## config.mk

```make
export PLATFORM = sky130hd
export DESIGN_NAME = nfc_host
export DESIGN_NICKNAME = d
export VERILOG_FILES = /design/src/nfc_pkg.sv /design/src/nfc_cyc_if.sv /design/src/nfc_cyc_engine.sv /design/src/nfc_host.sv
export SDC_FILE = /design/constraint.sdc
export NUM_CORES = 1
export LEC_CHECK = 0
export ABC_AREA = 1
export BUFFER_PORTS_ARGS = -buffer_cell sky130_fd_sc_hd__buf_2
export CAP_MARGIN = 5
export CORE_UTILIZATION = 55
export CTS_CLUSTER_DIAMETER = 40
export DETAILED_ROUTE_END_ITERATION = 6
export PLACE_DENSITY = 0.79
export SYNTH_ARGS = -nofsm -noshare
export SYNTH_HDL_FRONTEND = slang
export SYNTH_SLANG_ARGS = --single-unit
```

## constraint.sdc

```tcl
create_clock -name i_clk -period 2.1 [get_ports i_clk]
set_clock_uncertainty 0.2 [all_clocks]
set_input_delay 0.21 -clock i_clk [delete_from_list [all_inputs] [get_ports i_clk]]
set_output_delay 0.21 -clock i_clk [all_outputs]
set_load 0.02 [all_outputs]
```

## src/nfc_pkg.sv

```systemverilog
// Package of the host-side NAND command/address sequencer.
// Assumes a 40 MHz clock and an 8-bit multiplexed flash port.
package nfc_pkg;
  // ==========================================================
  // Opcodes
  localparam logic [7:0] NFC_OP_READ_A   = 8'h00;
  localparam logic [7:0] NFC_OP_READ_B   = 8'h01;
  localparam logic [7:0] NFC_OP_READ_SP  = 8'h50;
  localparam logic [7:0] NFC_OP_SEQ_IN   = 8'h80;
  localparam logic [7:0] NFC_OP_PROG     = 8'h10;
  localparam logic [7:0] NFC_OP_READ_ID  = 8'h90;
  localparam logic [7:0] NFC_OP_RESET    = 8'hFF;
  localparam logic [7:0] NFC_OP_ERASE    = 8'h60;
  localparam logic [7:0] NFC_OP_ERASE_GO = 8'hD0;
  localparam logic [7:0] NFC_OP_STATUS   = 8'h70;
  // ==========================================================
  // Geometry and address layout
  localparam int NFC_ADDR_W    = 23;
  localparam int NFC_PAGE_LEN  = 528;
  localparam int NFC_SPARE_COL = 512;
  localparam int NFC_ROW_LO    = 9;   // First row bit in byte address
  localparam int NFC_ROW_HI_W  = 6;   // Used bits of third cycle
  // ==========================================================
  // Strobe timing
  localparam int NFC_CLK_MHZ   = 40;
  localparam int NFC_PHASE_NS  = 50;  // Low and high phase of a strobe
  localparam int NFC_PHASE_CYC =
    (NFC_PHASE_NS * NFC_CLK_MHZ + 999) / 1000;
  localparam logic [3:0] NFC_PHASE_LAST = 4'(NFC_PHASE_CYC - 1);
  // ==========================================================
  // Request kinds
  typedef enum logic [2:0] {
    NFC_K_CMD  = 3'h0,
    NFC_K_ADDR = 3'h1,
    NFC_K_WR   = 3'h2,
    NFC_K_RD   = 3'h3
  } nfc_kind_e;
endpackage

```

## src/nfc_cyc_if.sv

```systemverilog
// Interface between the sequencer and its bus-cycle engine.
// Assumes both ends share one clock.
`timescale 1ns/10ps
interface nfc_cyc_if;
  import nfc_pkg::*;
  logic      req;
  nfc_kind_e kind;
  logic [7:0] wdata;
  logic      done;
  logic [7:0] rdata;
  modport seq (output req, output kind, output wdata,
               input done, input rdata);
  modport eng (input req, input kind, input wdata,
               output done, output rdata);
endinterface

```

## src/nfc_cyc_engine.sv

```systemverilog
// One flash bus cycle: a write strobe or a read strobe.
// Assumes the port input is already synchronised by the top.
`timescale 1ns/10ps
module nfc_cyc_engine
  import nfc_pkg::*;
(
  // Clock and reset
  input  wire logic       i_clk,
  input  wire logic       i_rst,
  // Request side
  nfc_cyc_if.eng          cyc,
  // Pin side
  input  wire logic [7:0] i_io_sync,
  output logic            o_we_n,
  output logic            o_re_n,
  output logic            o_cle,
  output logic            o_ale,
  output logic [7:0]      o_io,
  output logic            o_io_oe
);
  // ==========================================================
  // Phase machine
  typedef enum logic [1:0] {
    NFC_E_IDLE = 2'b00,
    NFC_E_LOW  = 2'b01,
    NFC_E_HIGH = 2'b11
  } nfc_eng_e;
  nfc_eng_e  st_q;
  logic [3:0] cnt_q;
  logic      rd_q;

  // Each strobe is held low then high for a full phase
  always_ff @(posedge i_clk) begin
    cyc.done <= 1'b0;
    if (i_rst) begin
      st_q <= NFC_E_IDLE;
      cnt_q <= 4'h0;
      rd_q <= 1'b0;
      o_we_n <= 1'b1;
      o_re_n <= 1'b1;
      o_cle <= 1'b0;
      o_ale <= 1'b0;
      o_io <= 8'h00;
      o_io_oe <= 1'b0;
      cyc.rdata <= 8'h00;
    end else begin
      unique case (st_q)
        NFC_E_IDLE: begin
          if (cyc.req) begin
            rd_q <= (cyc.kind == NFC_K_RD);
            o_cle <= (cyc.kind == NFC_K_CMD);
            o_ale <= (cyc.kind == NFC_K_ADDR);
            o_io <= cyc.wdata;
            o_io_oe <= (cyc.kind != NFC_K_RD);
            // Falling read strobe fetches next byte
            o_we_n <= (cyc.kind == NFC_K_RD);
            o_re_n <= (cyc.kind != NFC_K_RD);
            cnt_q <= 4'h0;
            st_q <= NFC_E_LOW;
          end
        end
        NFC_E_LOW: begin
          cnt_q <= cnt_q + 4'h1;
          if (cnt_q == NFC_PHASE_LAST) begin
            // Rising write strobe latches the byte
            o_we_n <= 1'b1;
            o_re_n <= 1'b1;
            cnt_q <= 4'h0;
            st_q <= NFC_E_HIGH;
          end
        end
        NFC_E_HIGH: begin
          cnt_q <= cnt_q + 4'h1;
          // Latches stay put through the hold phase
          if (cnt_q == NFC_PHASE_LAST) begin
            // Port byte has crossed all three stages only by now
            if (rd_q) cyc.rdata <= i_io_sync;
            o_cle <= 1'b0;
            o_ale <= 1'b0;
            o_io_oe <= 1'b0;
            cyc.done <= 1'b1;
            st_q <= NFC_E_IDLE;
          end
        end
        default: st_q <= NFC_E_IDLE;
      endcase
    end
  end

  // ==========================================================
  // Checks
  AST_WE_RISE_HOLDS: assert property (@(posedge i_clk) disable iff (i_rst)
    $rose(o_we_n) |-> o_io_oe && $stable(o_io))
    else $error("write strobe rose without driven port");
  AST_ONE_LATCH: assert property (@(posedge i_clk) disable iff (i_rst)
    !(o_cle && o_ale))
    else $error("command and address latch both high");
endmodule

```

## src/nfc_host.sv

```systemverilog
// Host-side sequencer for an 8-bit NAND flash command/address port.
// Assumes flash pins wired directly; the ready/busy and port inputs
// are asynchronous to i_clk.
`timescale 1ns/10ps
// Contract
// - Every byte is latched by the flash on write strobe rise, select low.
// - Command latch marks opcodes, address latch marks address bytes.
// - Erase is 60h, block address, then D0h; others one cycle.
// - Read/program address: column, low row, high row bytes.
// - Erase sends only the two row address bytes.
// - Spare read 50h only with spare select held low.
// - While busy only reset and read status may be issued.
module nfc_host
  import nfc_pkg::*;
#(
  parameter int ADDR_W = NFC_ADDR_W
) (
  // Clock and reset
  input  wire logic              i_clk,
  input  wire logic              i_rst,
  // Operation request
  input  wire logic              i_op_valid,
  input  wire logic [7:0]        i_op_code,
  input  wire logic [ADDR_W-1:0] i_op_addr,
  input  wire logic              i_op_spare,
  input  wire logic              i_op_wp_n,
  output logic                   o_op_ready,
  // Data streams
  input  wire logic              i_wr_valid,
  input  wire logic [7:0]        i_wr_data,
  input  wire logic              i_wr_last,
  output logic                   o_wr_ready,
  input  wire logic              i_rd_req,
  output logic                   o_rd_valid,
  output logic [7:0]             o_rd_data,
  input  wire logic              i_end,
  output logic                   o_busy,
  // Flash pins
  output logic                   o_ce_n,
  output logic                   o_cle,
  output logic                   o_ale,
  output logic                   o_we_n,
  output logic                   o_read_strobe_n,
  output logic                   o_spare_area_select_n,
  output logic                   o_wp_n,
  input  wire logic [7:0]        i_io,
  output logic [7:0]             o_io,
  output logic                   o_io_oe,
  input  wire logic              i_ready_busy
);
  // ==========================================================
  // Input synchronisers
  logic [2:0] rb_sync_q;
  logic [7:0] io_s1_q, io_s2_q, io_s3_q;
  logic       rb_q;
  // A ready/busy change counts once the second and third stages agree; port bytes just pass three stages
  always_ff @(posedge i_clk) begin
    if (i_rst) begin
      rb_sync_q <= 3'h7;
      rb_q <= 1'b1;
      io_s1_q <= 8'h00;
      io_s2_q <= 8'h00;
      io_s3_q <= 8'h00;
    end else begin
      rb_sync_q <= {rb_sync_q[1:0], i_ready_busy};
      if (rb_sync_q[1] == rb_sync_q[2]) rb_q <= rb_sync_q[2];
      io_s1_q <= i_io;
      io_s2_q <= io_s1_q;
      io_s3_q <= io_s2_q;
    end
  end

  // ==========================================================
  // Sequencer
  typedef enum logic [2:0] {
    NFC_S_IDLE  = 3'b000,
    NFC_S_CMD   = 3'b001,
    NFC_S_ADDR  = 3'b011,
    NFC_S_DATA  = 3'b010,
    NFC_S_CMD2  = 3'b110,
    NFC_S_WAIT  = 3'b111,
    NFC_S_DRAIN = 3'b101
  } nfc_seq_e;
  nfc_seq_e         st_q;
  logic [7:0]       op_q;
  logic [ADDR_W-1:0] addr_q;
  logic [1:0]       acnt_q;
  logic             inflight_q;
  logic             wait_q;
  logic             lastwr_q;
  nfc_cyc_if        cyc ();

  logic op_is_read, op_is_erase, op_ok_busy, op_multi;
  assign op_is_read  = (op_q == NFC_OP_READ_A) || (op_q == NFC_OP_READ_B)
                       || (op_q == NFC_OP_READ_SP) || (op_q == NFC_OP_READ_ID)
                       || (op_q == NFC_OP_STATUS);
  assign op_is_erase = (op_q == NFC_OP_ERASE);
  assign op_multi    = op_is_erase || (op_q == NFC_OP_SEQ_IN)
                       || (op_q == NFC_OP_READ_A) || (op_q == NFC_OP_READ_B)
                       || (op_q == NFC_OP_READ_SP);
  // Only reset and status are legal while the flash is busy
  assign op_ok_busy  = (i_op_code == NFC_OP_RESET)
                       || (i_op_code == NFC_OP_STATUS);

  // Read data leaves the engine onto the stream through one register
  always_ff @(posedge i_clk) begin
    if (i_rst) begin
      o_rd_valid <= 1'b0;
      o_rd_data <= 8'h00;
    end else begin
      o_rd_valid <= cyc.done && cyc.kind == NFC_K_RD;
      if (cyc.done) o_rd_data <= cyc.rdata;
    end
  end

  always_ff @(posedge i_clk) begin
    cyc.req <= 1'b0;
    o_wr_ready <= 1'b0;
    if (i_rst) begin
      st_q <= NFC_S_IDLE;
      op_q <= 8'h00;
      addr_q <= '0;
      acnt_q <= 2'h0;
      inflight_q <= 1'b0;
      wait_q <= 1'b0;
      lastwr_q <= 1'b0;
      o_op_ready <= 1'b0;
      o_busy <= 1'b0;
      o_ce_n <= 1'b1;
      o_spare_area_select_n <= 1'b1;
      o_wp_n <= 1'b0;
      cyc.kind <= NFC_K_CMD;
      cyc.wdata <= 8'h00;
    end else begin
      if (cyc.done) inflight_q <= 1'b0;
      o_op_ready <= 1'b0;
      unique case (st_q)
        NFC_S_IDLE: begin
          o_busy <= !rb_q;
          o_op_ready <= 1'b1;
          if (i_op_valid && o_op_ready && (rb_q || op_ok_busy)) begin
            op_q <= i_op_code;
            addr_q <= i_op_addr;
            // Low protect level blocks array changes
            o_wp_n <= i_op_wp_n;
            // Spare read needs select low; else follow request
            o_spare_area_select_n <= (i_op_code == NFC_OP_READ_SP) ? 1'b0
                                     : !i_op_spare;
            o_ce_n <= 1'b0;
            o_op_ready <= 1'b0;
            o_busy <= 1'b1;
            st_q <= NFC_S_CMD;
          end
        end
        NFC_S_CMD: begin
          if (!inflight_q && !cyc.req) begin
            cyc.kind <= NFC_K_CMD;
            cyc.wdata <= op_q;
            cyc.req <= 1'b1;
            inflight_q <= 1'b1;
            // Erase skips the column byte
            acnt_q <= op_is_erase ? 2'h1 : 2'h0;
            st_q <= op_multi ? NFC_S_ADDR
                  : (op_is_read ? NFC_S_DATA : NFC_S_WAIT);
            wait_q <= (op_q == NFC_OP_PROG) || (op_q == NFC_OP_RESET);
          end
        end
        NFC_S_ADDR: begin
          if (!inflight_q && !cyc.req) begin
            cyc.kind <= NFC_K_ADDR;
            // Column, low row, high row; bit 8 is never sent
            unique case (acnt_q)
              2'h0: cyc.wdata <= addr_q[7:0];
              2'h1: cyc.wdata <= addr_q[NFC_ROW_LO +: 8];
              default: cyc.wdata <= {2'b00,
                         addr_q[NFC_ROW_LO+8 +: NFC_ROW_HI_W]};
            endcase
            cyc.req <= 1'b1;
            inflight_q <= 1'b1;
            acnt_q <= acnt_q + 2'h1;
            if (acnt_q == 2'h2) begin
              // Erase confirms with a second opcode
              st_q <= op_is_erase ? NFC_S_CMD2 : NFC_S_DATA;
              wait_q <= op_q != NFC_OP_SEQ_IN;
            end
          end
        end
        NFC_S_CMD2: begin
          if (!inflight_q && !cyc.req) begin
            cyc.kind <= NFC_K_CMD;
            cyc.wdata <= NFC_OP_ERASE_GO;
            cyc.req <= 1'b1;
            inflight_q <= 1'b1;
            wait_q <= 1'b1;
            st_q <= NFC_S_WAIT;
          end
        end
        NFC_S_DATA: begin
          // Page load of a read must finish before data
          if (!inflight_q && !cyc.req && (rb_q || !wait_q)) begin
            if (op_q == NFC_OP_SEQ_IN) begin
              o_wr_ready <= !o_wr_ready && !lastwr_q;
              if (lastwr_q) begin
                lastwr_q <= 1'b0;
                st_q <= NFC_S_DRAIN;
              end else if (i_wr_valid && o_wr_ready) begin
                cyc.kind <= NFC_K_WR;
                cyc.wdata <= i_wr_data;
                cyc.req <= 1'b1;
                inflight_q <= 1'b1;
                lastwr_q <= i_wr_last;
              end
            end else if (i_end) begin
              st_q <= NFC_S_DRAIN;
            end else if (i_rd_req) begin
              cyc.kind <= NFC_K_RD;
              cyc.req <= 1'b1;
              inflight_q <= 1'b1;
            end
          end
        end
        NFC_S_WAIT: begin
          // Program and erase run inside the flash
          if (!inflight_q && !cyc.req) st_q <= NFC_S_DRAIN;
        end
        NFC_S_DRAIN: begin
          // Hold select low until the flash is ready again when wait_q is set; otherwise release at once
          if (rb_q || !wait_q) begin
            o_ce_n <= 1'b1;
            o_busy <= 1'b0;
            wait_q <= 1'b0;
            st_q <= NFC_S_IDLE;
          end
        end
        default: st_q <= NFC_S_IDLE;
      endcase
    end
  end

  // ==========================================================
  // Bus cycle engine
  nfc_cyc_engine u_eng (
    .i_clk     (i_clk),
    .i_rst     (i_rst),
    .cyc       (cyc.eng),
    .i_io_sync (io_s3_q),
    .o_we_n    (o_we_n),
    .o_re_n    (o_read_strobe_n),
    .o_cle     (o_cle),
    .o_ale     (o_ale),
    .o_io      (o_io),
    .o_io_oe   (o_io_oe)
  );

  // ==========================================================
  // Checks
  AST_BUSY_ONLY_SAFE: assert property (@(posedge i_clk) disable iff (i_rst)
    (st_q == NFC_S_IDLE && i_op_valid && o_op_ready && !rb_q) |=>
    (op_q == NFC_OP_RESET || op_q == NFC_OP_STATUS))
    else $error("unsafe opcode accepted while busy");
  AST_SPARE_SEL_LOW: assert property (@(posedge i_clk) disable iff (i_rst)
    (cyc.req && cyc.kind == NFC_K_CMD && cyc.wdata == NFC_OP_READ_SP)
    |-> !o_spare_area_select_n)
    else $error("spare read issued with spare select high");
  AST_CE_DURING_OP: assert property (@(posedge i_clk) disable iff (i_rst)
    !o_we_n |-> !o_ce_n)
    else $error("write strobe low with chip deselected");
  AST_ERASE_CONFIRM: assert property (@(posedge i_clk) disable iff (i_rst)
    (st_q == NFC_S_WAIT && cyc.req && op_is_erase)
    |-> cyc.wdata == NFC_OP_ERASE_GO)
    else $error("erase confirm opcode wrong");
  AST_ERASE_NO_COL: assert property (@(posedge i_clk) disable iff (i_rst)
    (st_q == NFC_S_ADDR && cyc.req && cyc.kind == NFC_K_CMD && op_is_erase)
    |-> acnt_q == 2'h1)
    else $error("erase would send a column byte");
endmodule

```

Yosys cells after proc, flatten, opt, wreduce, memory -nomap -nowiden --
Index checks and enable logic that the tools add are counted. Widths: inputs -> output; s select.
Storage, ports and cells: logic and storage cells 236, register bits after elaboration 123, output and inout bits 28
Operators by class: bitwise operators 5, multiplexer cells 88, reduce and logical (&&, ||, !) cells 59, add/subtract/negate cells 2, eq/ne operators 48
Operators with widths (number):
- $mux 3 | 22
- $mux 8 | 7
- $eq 8x7->1 const B | 5
- $mux 1 | 35
- $eq 8x8->1 const B | 4
- $pmux 8 s4 | 1
- $ne 2x2->1 const B | 12
- $pmux 3 s7 | 1
- $reduce_and 3->1 | 7
- $ne 3x3->1 const B | 6
- $pmux 1 s2 | 9
- $pmux 8 s2 | 1
- $reduce_and 8->1 | 2
- $logic_or 1x1->1 | 12
- $pmux 4 s3 | 1
- $mux 2 | 5
- $reduce_and 10->1 | 1
- $eq 3x2->1 const B | 3
- $eq 3x3->1 const B | 3
- $pmux 3 s3 | 1
- $eq 8x1->1 const B | 1
- $eq 8x5->1 const B | 1
- $logic_not 8->1 | 1
- $mux 4 | 2
- other kinds (26) | 59

Depth between registers and ports, before layout --
Gate-level depths: netlist of the first run.
depth in word-level cells 9, gate-level depth with buffers 13, depth with buffers taken out 12

Modules after synthesis --
From an unflattened synthesis of the first run, not the netlist that was laid out.
Second synthesis, totals: cell total of the unflattened synthesis 712, area, all modules 5136.2 um2
Modules (own cells, without submodules):
- nfc_host | times used 1, sequential area each 1841.8 um2, area an instance 3831.2 um2, cells an instance 530
- nfc_cyc_engine | times used 1, sequential area each 580.6 um2, area an instance 1305.0 um2, cells an instance 182

Worst setup path after synthesis of the first run --
No wires, ideal clock.
path type flip-flop to flip-flop, start point reg u_eng.cnt_q[0], end point reg u_eng.cyc.rdata[5], slack 366 ps, cell stages (with the launch flop) 9, library setup time 128 ps, clock period less this slack 1734 ps, required time 1772 ps, path buffers 1, arrival time 1406 ps, cells stage by stage dfxtp_1 -> ha_1 -> nor3b_2 -> nand2_1 -> nor2_1 -> inv_1 -> clkbuf_1 -> o21ai_0 -> a21oi_1
Between the ends: cells in the longest elaborated chain, start to end 2
RTL lines:
- from (decl) | RTL line nfc_cyc_engine.sv:29 | logic [3:0] cnt_q;
- from (signal assigned) | RTL line nfc_cyc_engine.sv:63 | cnt_q <= cnt_q + 4'h1;
- from (signal assigned) | RTL line nfc_cyc_engine.sv:73 | cnt_q <= cnt_q + 4'h1;
- $eq 4x1->1 | RTL line nfc_cyc_engine.sv:75 | if (cnt_q == NFC_PHASE_LAST) begin
- $reduce_and 3->1 (no source line)
- to (signal assigned) | RTL line nfc_cyc_engine.sv:77 | if (rd_q) cyc.rdata <= i_io_sync;
- to (decl) | RTL line nfc_cyc_if.sv:14 | output done, output rdata);
Every way passes these cells. A chain may end at the register's enable or synchronous reset.

Worst setup path in the final report of the first run --
start point reg st_q[1], end point reg st_q[0]
Between the ends: cells in the longest elaborated chain, start to end 3, elaborated cells between the ends (all ways) 19, classes of those cells 16 x eq/ne; 1 x mux; 2 x reduce/logical
RTL lines:
- from (decl) | RTL line nfc_host.sv:84 | nfc_seq_e st_q;
- from (signal assigned) | RTL line nfc_host.sv:163 | st_q <= op_multi ? NFC_S_ADDR
- from (signal assigned) | RTL line nfc_host.sv:183 | st_q <= op_is_erase ? NFC_S_CMD2 : NFC_S_DATA;
- $eq 3x2->1, or another cell as far along | RTL line nfc_host.sv:137 | unique case (st_q)
- $ne 3x3->1 (no source line) or $ne 2x2->1 (tied branches)
- $reduce_and 10->1 (no source line)
Several ways; a longest one is shown, not always the timed one.

==> metrics.md, run 1 <==
| Metric | Value |
|---|---|
| Setup WS post-layout | 0.1005 ns |
| Total gr overflow | 0 |
| Iteration-0 DRC Markers | 345 |
| Final instance count without filler cells | 944 |
| Syn Nets | 734 |
| Register area share after synthesis | 49.43% |
| Leakage | 3.027 nW |
| Final Cell Area | 6674 um^2 |
| Reg-to-Reg End | st_q[0]$_SDFFE_PP0P_ |
| Core footprint | 8678 um^2 |
| Peak ir drop on the vdd network | 0.0007240 V |
| Final setup vio count | 0 |
| First-pass GRT wire length | 22300 um |
| Boundary Pins | 85 |
| Synth cell types | 34 |
| Crit path capture | st_q[0]$_SDFFE_PP0P_ |
| CP Capture Type | register |
| R2R depth | 11 |
| Wire per inst | 14.77 um |
| # diodes | 0 |
| # rows | 34 |
| Vias | 4954 |
| Root buffer cell | clkbuf_8 |
| Crit path max fanout | 10 |
| Die W | 96.40 um |
| Slack of the worst reg-to-reg path | 0.10 ns |
| Vias in the first global route | 4914 |
| Rel. slew slack | 66.90% |
| FMAX | 0.5001 GHz |
| Pre-CTS setup slack | 0.1646 ns |
| DR pass1 iterations | 5 |
| Buffers on Ports | 83 |
| Commonest non-fill, non-tap cell in the layout | dfxtp_1 |
| Layout cell share with drive strength beyond 1 | 17.82% |
| Status | complete, no violations |
| Worst R2R Start | st_q[1]$_SDFFE_PP0P_ |
| WHS | 0.006550 ns |
| Die footprint | 9292 um^2 |
| Area Overhead vs Synth | 36.18% |
| Core Util, Final | 76.90% |
| Tot Pwr | 7.999 mW |
| Hold Fails Final Rpt | 0 |
| Tot GR Track Use | 31.88% |
| Sink Count | 121 |
| Routed WL | 13950 um |
| Most frequent cells in the layout | dfxtp_1, nand2_1, inv_1, nor2_1, buf_2 |
| Initial Util | 56.47% |
| Worst Tran Pin Value | 0.4919 ns |
| DRC Markers | 0 |
| Routability cong. | 0.9468 |
| Clock H-tree levels | 4 |
| Initial antenna violation count | 0 |
| Mapped cell area | 4901 um^2 |
| Dpl hpwl | 8149 um |
| Fin. max-slew vios | 0 |
| Vias per cell | 5.248 |
| Post-Synthesis Cells | 672 |
| Inserted Clock Buffers | 17 |
| Avg Cell Area, Syn | 7.293 um^2 |
| Worst Path Required | 2.31 ns |
| Hold Path Class | in2reg |
| Nets | 885 |
| Vert. Die Dim | 96.40 um |
| CP startpoint | st_q[1]$_SDFFE_PP0P_ |
| Flops & latches, synth | 121 |
| Cell Area, Placed | 5428 um^2 |
| Worst setup SP type | register |
| Crit path DAT | 2.21 ns |
| CTS Buffer Depth | 2 |
| Largest net degree at the start of global routing | 51 |
| CTS tree | done |
| Fin crit share | 95.22% |
| Fin crit period | 2.000 ns |
| Inst Count DP | 850 |
| Clock transition at path regs | 0.06 ns |
| Final ANT Viol Nets | 0 |
| Clk_lat worst skew | 0.52 ns |
| Crit Path Class | reg2reg |
| PD cells | 1199 nW/um^2 |
| MaxCap Viol Count | 0 |
| Setup TNS | 0 ns |
| Yosys warns | 0 |
critical path: stages (launching register included):
cell,delay [ns]
dfxtp_1,0.54
nand2_2,0.16
nor2_1,0.28
nand2_1,0.11
nand2_2,0.13
clkinv_1,0.07
nand2_1,0.07
nor2_2,0.05
nand2_1,0.11
nand2_1,0.07
nand2_1,0.06
nor2_1,0.04
cell families after synthesis:
family                   Yosys count  synth area share, %
AND/OR/NAND/NOR                  267                22.82
adder cells (fa/ha/maj)            5                1.276
XOR/XNOR                           2               0.3575
AO/OA/AOI/OAI                    154                16.31
flip-flops                       121                49.43
buffers and inverters            123                9.804
flip-flops by register name (all words and copies together), names as in the netlist, 2 cells and up:
signal,cells
acnt_q,2
addr_q,22
cyc.kind,2
cyc.wdata,8
io_s1_q,8
io_s2_q,8
io_s3_q,8
o_rd_data,8
op_q,8
rb_sync_q,3
st_q,3
u_eng.cnt_q,4
u_eng.cyc.rdata,8
u_eng.o_io,8
u_eng.st_q,2
layer usage:
layer  vias to the layer above  wire (um)  track usage [%]
met2                       219       6997            57.27
met5                         -          0                0
met4                         0        472            13.73
met3                        46        874            7.199
li1                       2440          -                -
met1                      2249       5602            36.16
cells in the mapped netlist, drive strengths merged:
cell / instances / area [um^2]
nand2: 125 / 489.2
dfxtp: 121 / 2422
inv: 97 / 366.6
nor2: 95 / 361.6
o21ai: 82 / 410.4
a21oi: 64 / 331.6
nand3: 30 / 150.1
clkbuf: 17 / 63.81
buf: 7 / 42.54
ha: 5 / 62.56
or2: 5 / 31.28
nand4: 3 / 18.77
nor3: 3 / 20.02
o22ai: 3 / 18.77
clkinv: 2 / 7.510
nand3b: 2 / 15.01
nor3b: 2 / 20.02
nor4: 2 / 12.51
xor2: 2 / 17.52
a211oi: 1 / 7.510
a21boi: 1 / 7.510
a221oi: 1 / 8.760
o211ai: 1 / 7.510
o31ai: 1 / 7.510
layout make-up:
type	instances	area (um^2)
Multi-Input combinational cell	428	2007
Tap cell	108	135.1
Sequential cell	121	2424
Timing Repair Buffer	156	1119
Fill cell	556	2004
Clock inverter	14	183.9
Inverter	99	377.9
Clock buffer	18	427.9
where the power goes:
group,internal [mW],switching [mW]
sequential,2.68,0.250
combinational,0.750,1.35
clock,1.87,1.10
worst min-delay path by stage:
stage	from	to	slack, ns	depth (start not counted)
finish	i_end	cyc.kind[0]$_SDFFE_PP0P_	0.007	6
global route	i_end	cyc.req$_SDFF_PP0_	0.05	6
CTS	i_end	cyc.kind[0]$_SDFFE_PP0P_	0.001	6
detailed placement	io_s1_q[4]$_SDFF_PP0_	io_s2_q[4]$_SDFF_PP0_	0.19	2
global placement	io_s1_q[0]$_SDFF_PP0_	io_s2_q[0]$_SDFF_PP0_	0.19	2
floorplan	i_ready_busy	rb_sync_q[0]$_SDFF_PP1_	0.11	1
timing repair:
action                                 in CTS  in global routing
resized for setup                           1                  6
gates cloned                                0                  0
endpoints found under the hold margin      64                  0
setup endpoints to repair                   2                 11
hold buffers                               62                  0
buffers inserted                            0                  0
(Power assumes the default switching activity.)
==> run 2: changes to the inputs <==
Settings changed: ABC_AREA 1 to default, CORE_UTILIZATION 55 to 56, PLACE_DENSITY 0.79 to 0.8.
==> metrics.md, run 2 <==
| Metric | Value |
|---|---|
| Post-synth top area cell | dfxtp_1 |
| Inst Count DP | 729 (-14%) |
| Register area share after synthesis | 48.85% (-0.57 points) |
| CP peak stage delay | 0.34 ns (-0.20 ns) |
| Rel. slew slack | 60.42% (-6.5 points) |
| Clock H-tree levels | 4 (unchanged) |
| Root buffer cell | clkbuf_8 |
| Most frequent cell after synthesis | dfxtp_1 |
| # rows | 33 (-2.9%) |
| Cell Area, Placed | 5624 um^2 (+3.6%) |
| Clk_lat worst skew | 0.52 ns (about the same) |
| CTS tree | done |
| Hold Path Class | in2reg |
| Core Util, Final | 81.73% (+4.8 points) |
| Vert. Die Dim | 96.10 um (-0.31%) |
| Total gr overflow | 0 (unchanged) |
| MaxCap Viol Count | 0 (unchanged) |
| Top cells by count, synth | dfxtp_1, nor2_1, mux2i_1, a21oi_1, nand2_1 |
| Psw | 2.407 mW (-11%) |
| Area Overhead vs Synth | 38.15% |
| Async set-reset flop share out of synthesis | 0% (unchanged) |
| Area contributors post-synth | dfxtp_1, mux2i_1, nor2_1 |
| Top delay family on crit path | simple AND/OR/NAND/NOR gates |
| Slowest library cell on the worst path | dfxtp_1 |
| Mapped cell area | 4959 um^2 (+1.2%) |
| Routed wl met2 | 6775 um (-3.2%) |
| DRC Markers | 0 (unchanged) |
| Worst Path Required | 2.31 ns (about the same) |
| Crit Path Class | reg2reg |
| CTS Buffer Depth | 2 (unchanged) |
| DR pass1 iterations | 5 (unchanged) |
| Vias in the first global route | 4295 (-13%) |
| Final instance count without filler cells | 813 (-14%) |
| Peak ir drop on the vdd network | 0.0007887 V (+8.9%) |
| Fin crit period | 2.090 ns (+0.09044 ns) |
| Routed WL | 13420 um (-3.8%) |
| Final Cell Area | 6850 um^2 (+2.6%) |
| Vias | 4634 (-6.5%) |
| WHS | 0.04699 ns (+0.04044 ns) |
| Boundary Pins | 85 (unchanged) |
| Crit path buf inv count | 0 (-1) |
| Logic pwr share | 27.2% (+0.9 points) |
| Nets | 758 (-14%) |
| Dpl hpwl | 7504 um (-7.9%) |
| Initial antenna violation count | 0 (unchanged) |
| Crit path max fanout | 4 (-6) |
| Die W | 96.10 um (-0.31%) |
| Post-Synthesis Cells | 539 (-20%) |
| Largest net degree at the start of global routing | 47 (-7.8%) |
| Synth Flop Type | dfxtp_1 |
| Iteration-0 DRC Markers | 400 (+16%) |
| CP Capture Type | register |
| Vias per cell | 5.700 (+8.6%) |
| Clock transition at path regs | 0.06 ns (about the same) |
| Clock network power share | 37.0% (about the same) |
| Fin crit share | 99.52% (+4.3 points) |
| Sequential share of power | 35.8% (-0.8 points) |
| Die footprint | 9235 um^2 (-0.61%) |
| Worst setup SP type | register |
| Wire per inst | 16.51 um (+12%) |
| Layout cell share with drive strength beyond 1 | 25.00% (+7.2 points) |
| Final ANT Viol Nets | 0 (unchanged) |
| FILL cells | 451 (-19%) |
| EDFF count, synth | 0 (unchanged) |
| Top reg by flops | addr_q |
| Buffers on Ports | 83 (unchanged) |
| Final setup vio count | 0 (unchanged) |
| First-pass GRT wire length | 19980 um (-10%) |
| Routability cong. | 0.8284 (-13%) |
| DR top layer | met4 |
| Sw frac | 30.70% (-3.1 points) |
| Area of the multi-input gates | 2379 um^2 (+19%) |
| PD cells | 1144 nW/um^2 (-4.5%) |
| Crit path DAT | 2.30 ns (+0.09 ns) |
| Syn Nets | 601 (-18%) |
| Cells along the critical path | nor4_4, and4b_2, mux2i_1, a211oi_2, nor2_1, a311oi_1 |
| Status | complete, no violations |
| Commonest non-fill, non-tap cell in the layout | dfxtp_1 |
| Tot GR Track Use | 28.76% (-3.1 points) |
| Synth cell types | 55 (+62%) |
| Tot Pwr | 7.840 mW (-2.0%) |
| Avg Cell Area, Syn | 9.199 um^2 (+26%) |
| Flops & latches, synth | 121 (unchanged) |
| Sink Count | 121 (unchanged) |
| Inserted Clock Buffers | 17 (unchanged) |
| Met1 wire length | 5353 um (-4.4%) |
| Yosys warns | 0 (unchanged) |
| Core footprint | 8382 um^2 (-3.4%) |
| Hold Fails Final Rpt | 0 (unchanged) |
| # diodes | 0 (unchanged) |
| Initial Util | 59.16% (+2.7 points) |
| Synth top area share | 48.85% (-0.57 points) |
| Most frequent cells in the layout | dfxtp_1, nor2_1, buf_2 |
| Pint | 5.433 mW (+2.6%) |
| RSZ-0062 raised after global routing | true |
| FMAX | 0.4785 GHz (-4.3%) |
| Leakage | 2.790 nW (-7.8%) |
| Fin. max-slew vios | 0 (unchanged) |
| Register area | 2425 um^2 (about the same) |
| Max FFs per register | 22 (unchanged) |
| Worst Tran Pin Value | 0.5874 ns (+0.09549 ns) |
| Routed met3 length | 899 um (+2.9%) |
-- run 2: tightest hold or removal path: cells and delay by family --
family          cells  cell delay, ns
buf+inv             1            0.11
simple gates        1            0.09
mux                 1            0.10
compound gates      2            0.21
-- run 2: power by group through the flow --
stage	combinational [mW]	sequential (mW)	clock (mW)
finish	2.13	2.81	2.90
global route	2.30	2.84	3.03
CTS	1.94	2.78	2.90
detailed placement	1.82	2.82	0
global placement	1.77	2.81	0
floorplan	1.27	2.82	0
-- run 2: logic make-up (layout without fill, tap and decap cells) --
family,count (synthesis),in the layout,synth area share (%)
mux,53,53,10.72
buf+inv,42,211,4.593
compound gates,111,111,13.90
xor+xnor,1,1,0.1767
flops,121,121,48.85
simple gates,206,206,20.49
fa+ha+maj,5,5,1.262
-- run 2: final cells by class --
cell class | instances | area share, %
inverter | 8 | 0.4384
multi-input combinational | 376 | 34.72
tap | 105 | 1.918
clock inverter | 10 | 2.082
timing repair buffer | 172 | 18.89
clock buffer | 21 | 6.557
sequential | 121 | 35.40
-- run 2: what timing repair did --
item	in CTS	in global routing
hold buffers	48	4
setup buffers	0	3
gates cloned	0	2
endpoints found under the setup margin	3	39
hold endpoints to repair	54	4
pin swaps	0	9
gates resized for setup	3	15
-- run 2: final timing paths --
path	start	to	slack [ns]	cells past startpoint
setup reg to reg	op_q[3]$_SDFFE_PP0P_	st_q[2]$_SDFFE_PP0P_	0.01	6
hold / removal	i_rd_req	cyc.kind[1]$_SDFFE_PP0P_	0.05	5
setup / recovery	op_q[3]$_SDFFE_PP0P_	st_q[2]$_SDFFE_PP0P_	0.01	6
hold reg to reg	rb_sync_q[0]$_SDFF_PP1_	rb_sync_q[1]$_SDFF_PP1_	0.22	1
-- run 2: routing by layer --
metal	vias to the layer above	global-route usage [%]
li1	2192	-
met4	0	11.82
met5	-	0
met2	239	50.06
met1	2144	33.55
met3	59	7.267
-- run 2: per-stage QoR --
step / setup TNS (ns) / worst slack (ns)
2_1_floorplan: 0 / 0.0007327
3_3_place_gp: -7.270 / -0.2391
3_5_place_dp: -9.744 / -0.3321
4_1_cts: 0 / 0.01211
5_1_grt: -0.3867 / -0.08536
6_report: 0 / 0.01003
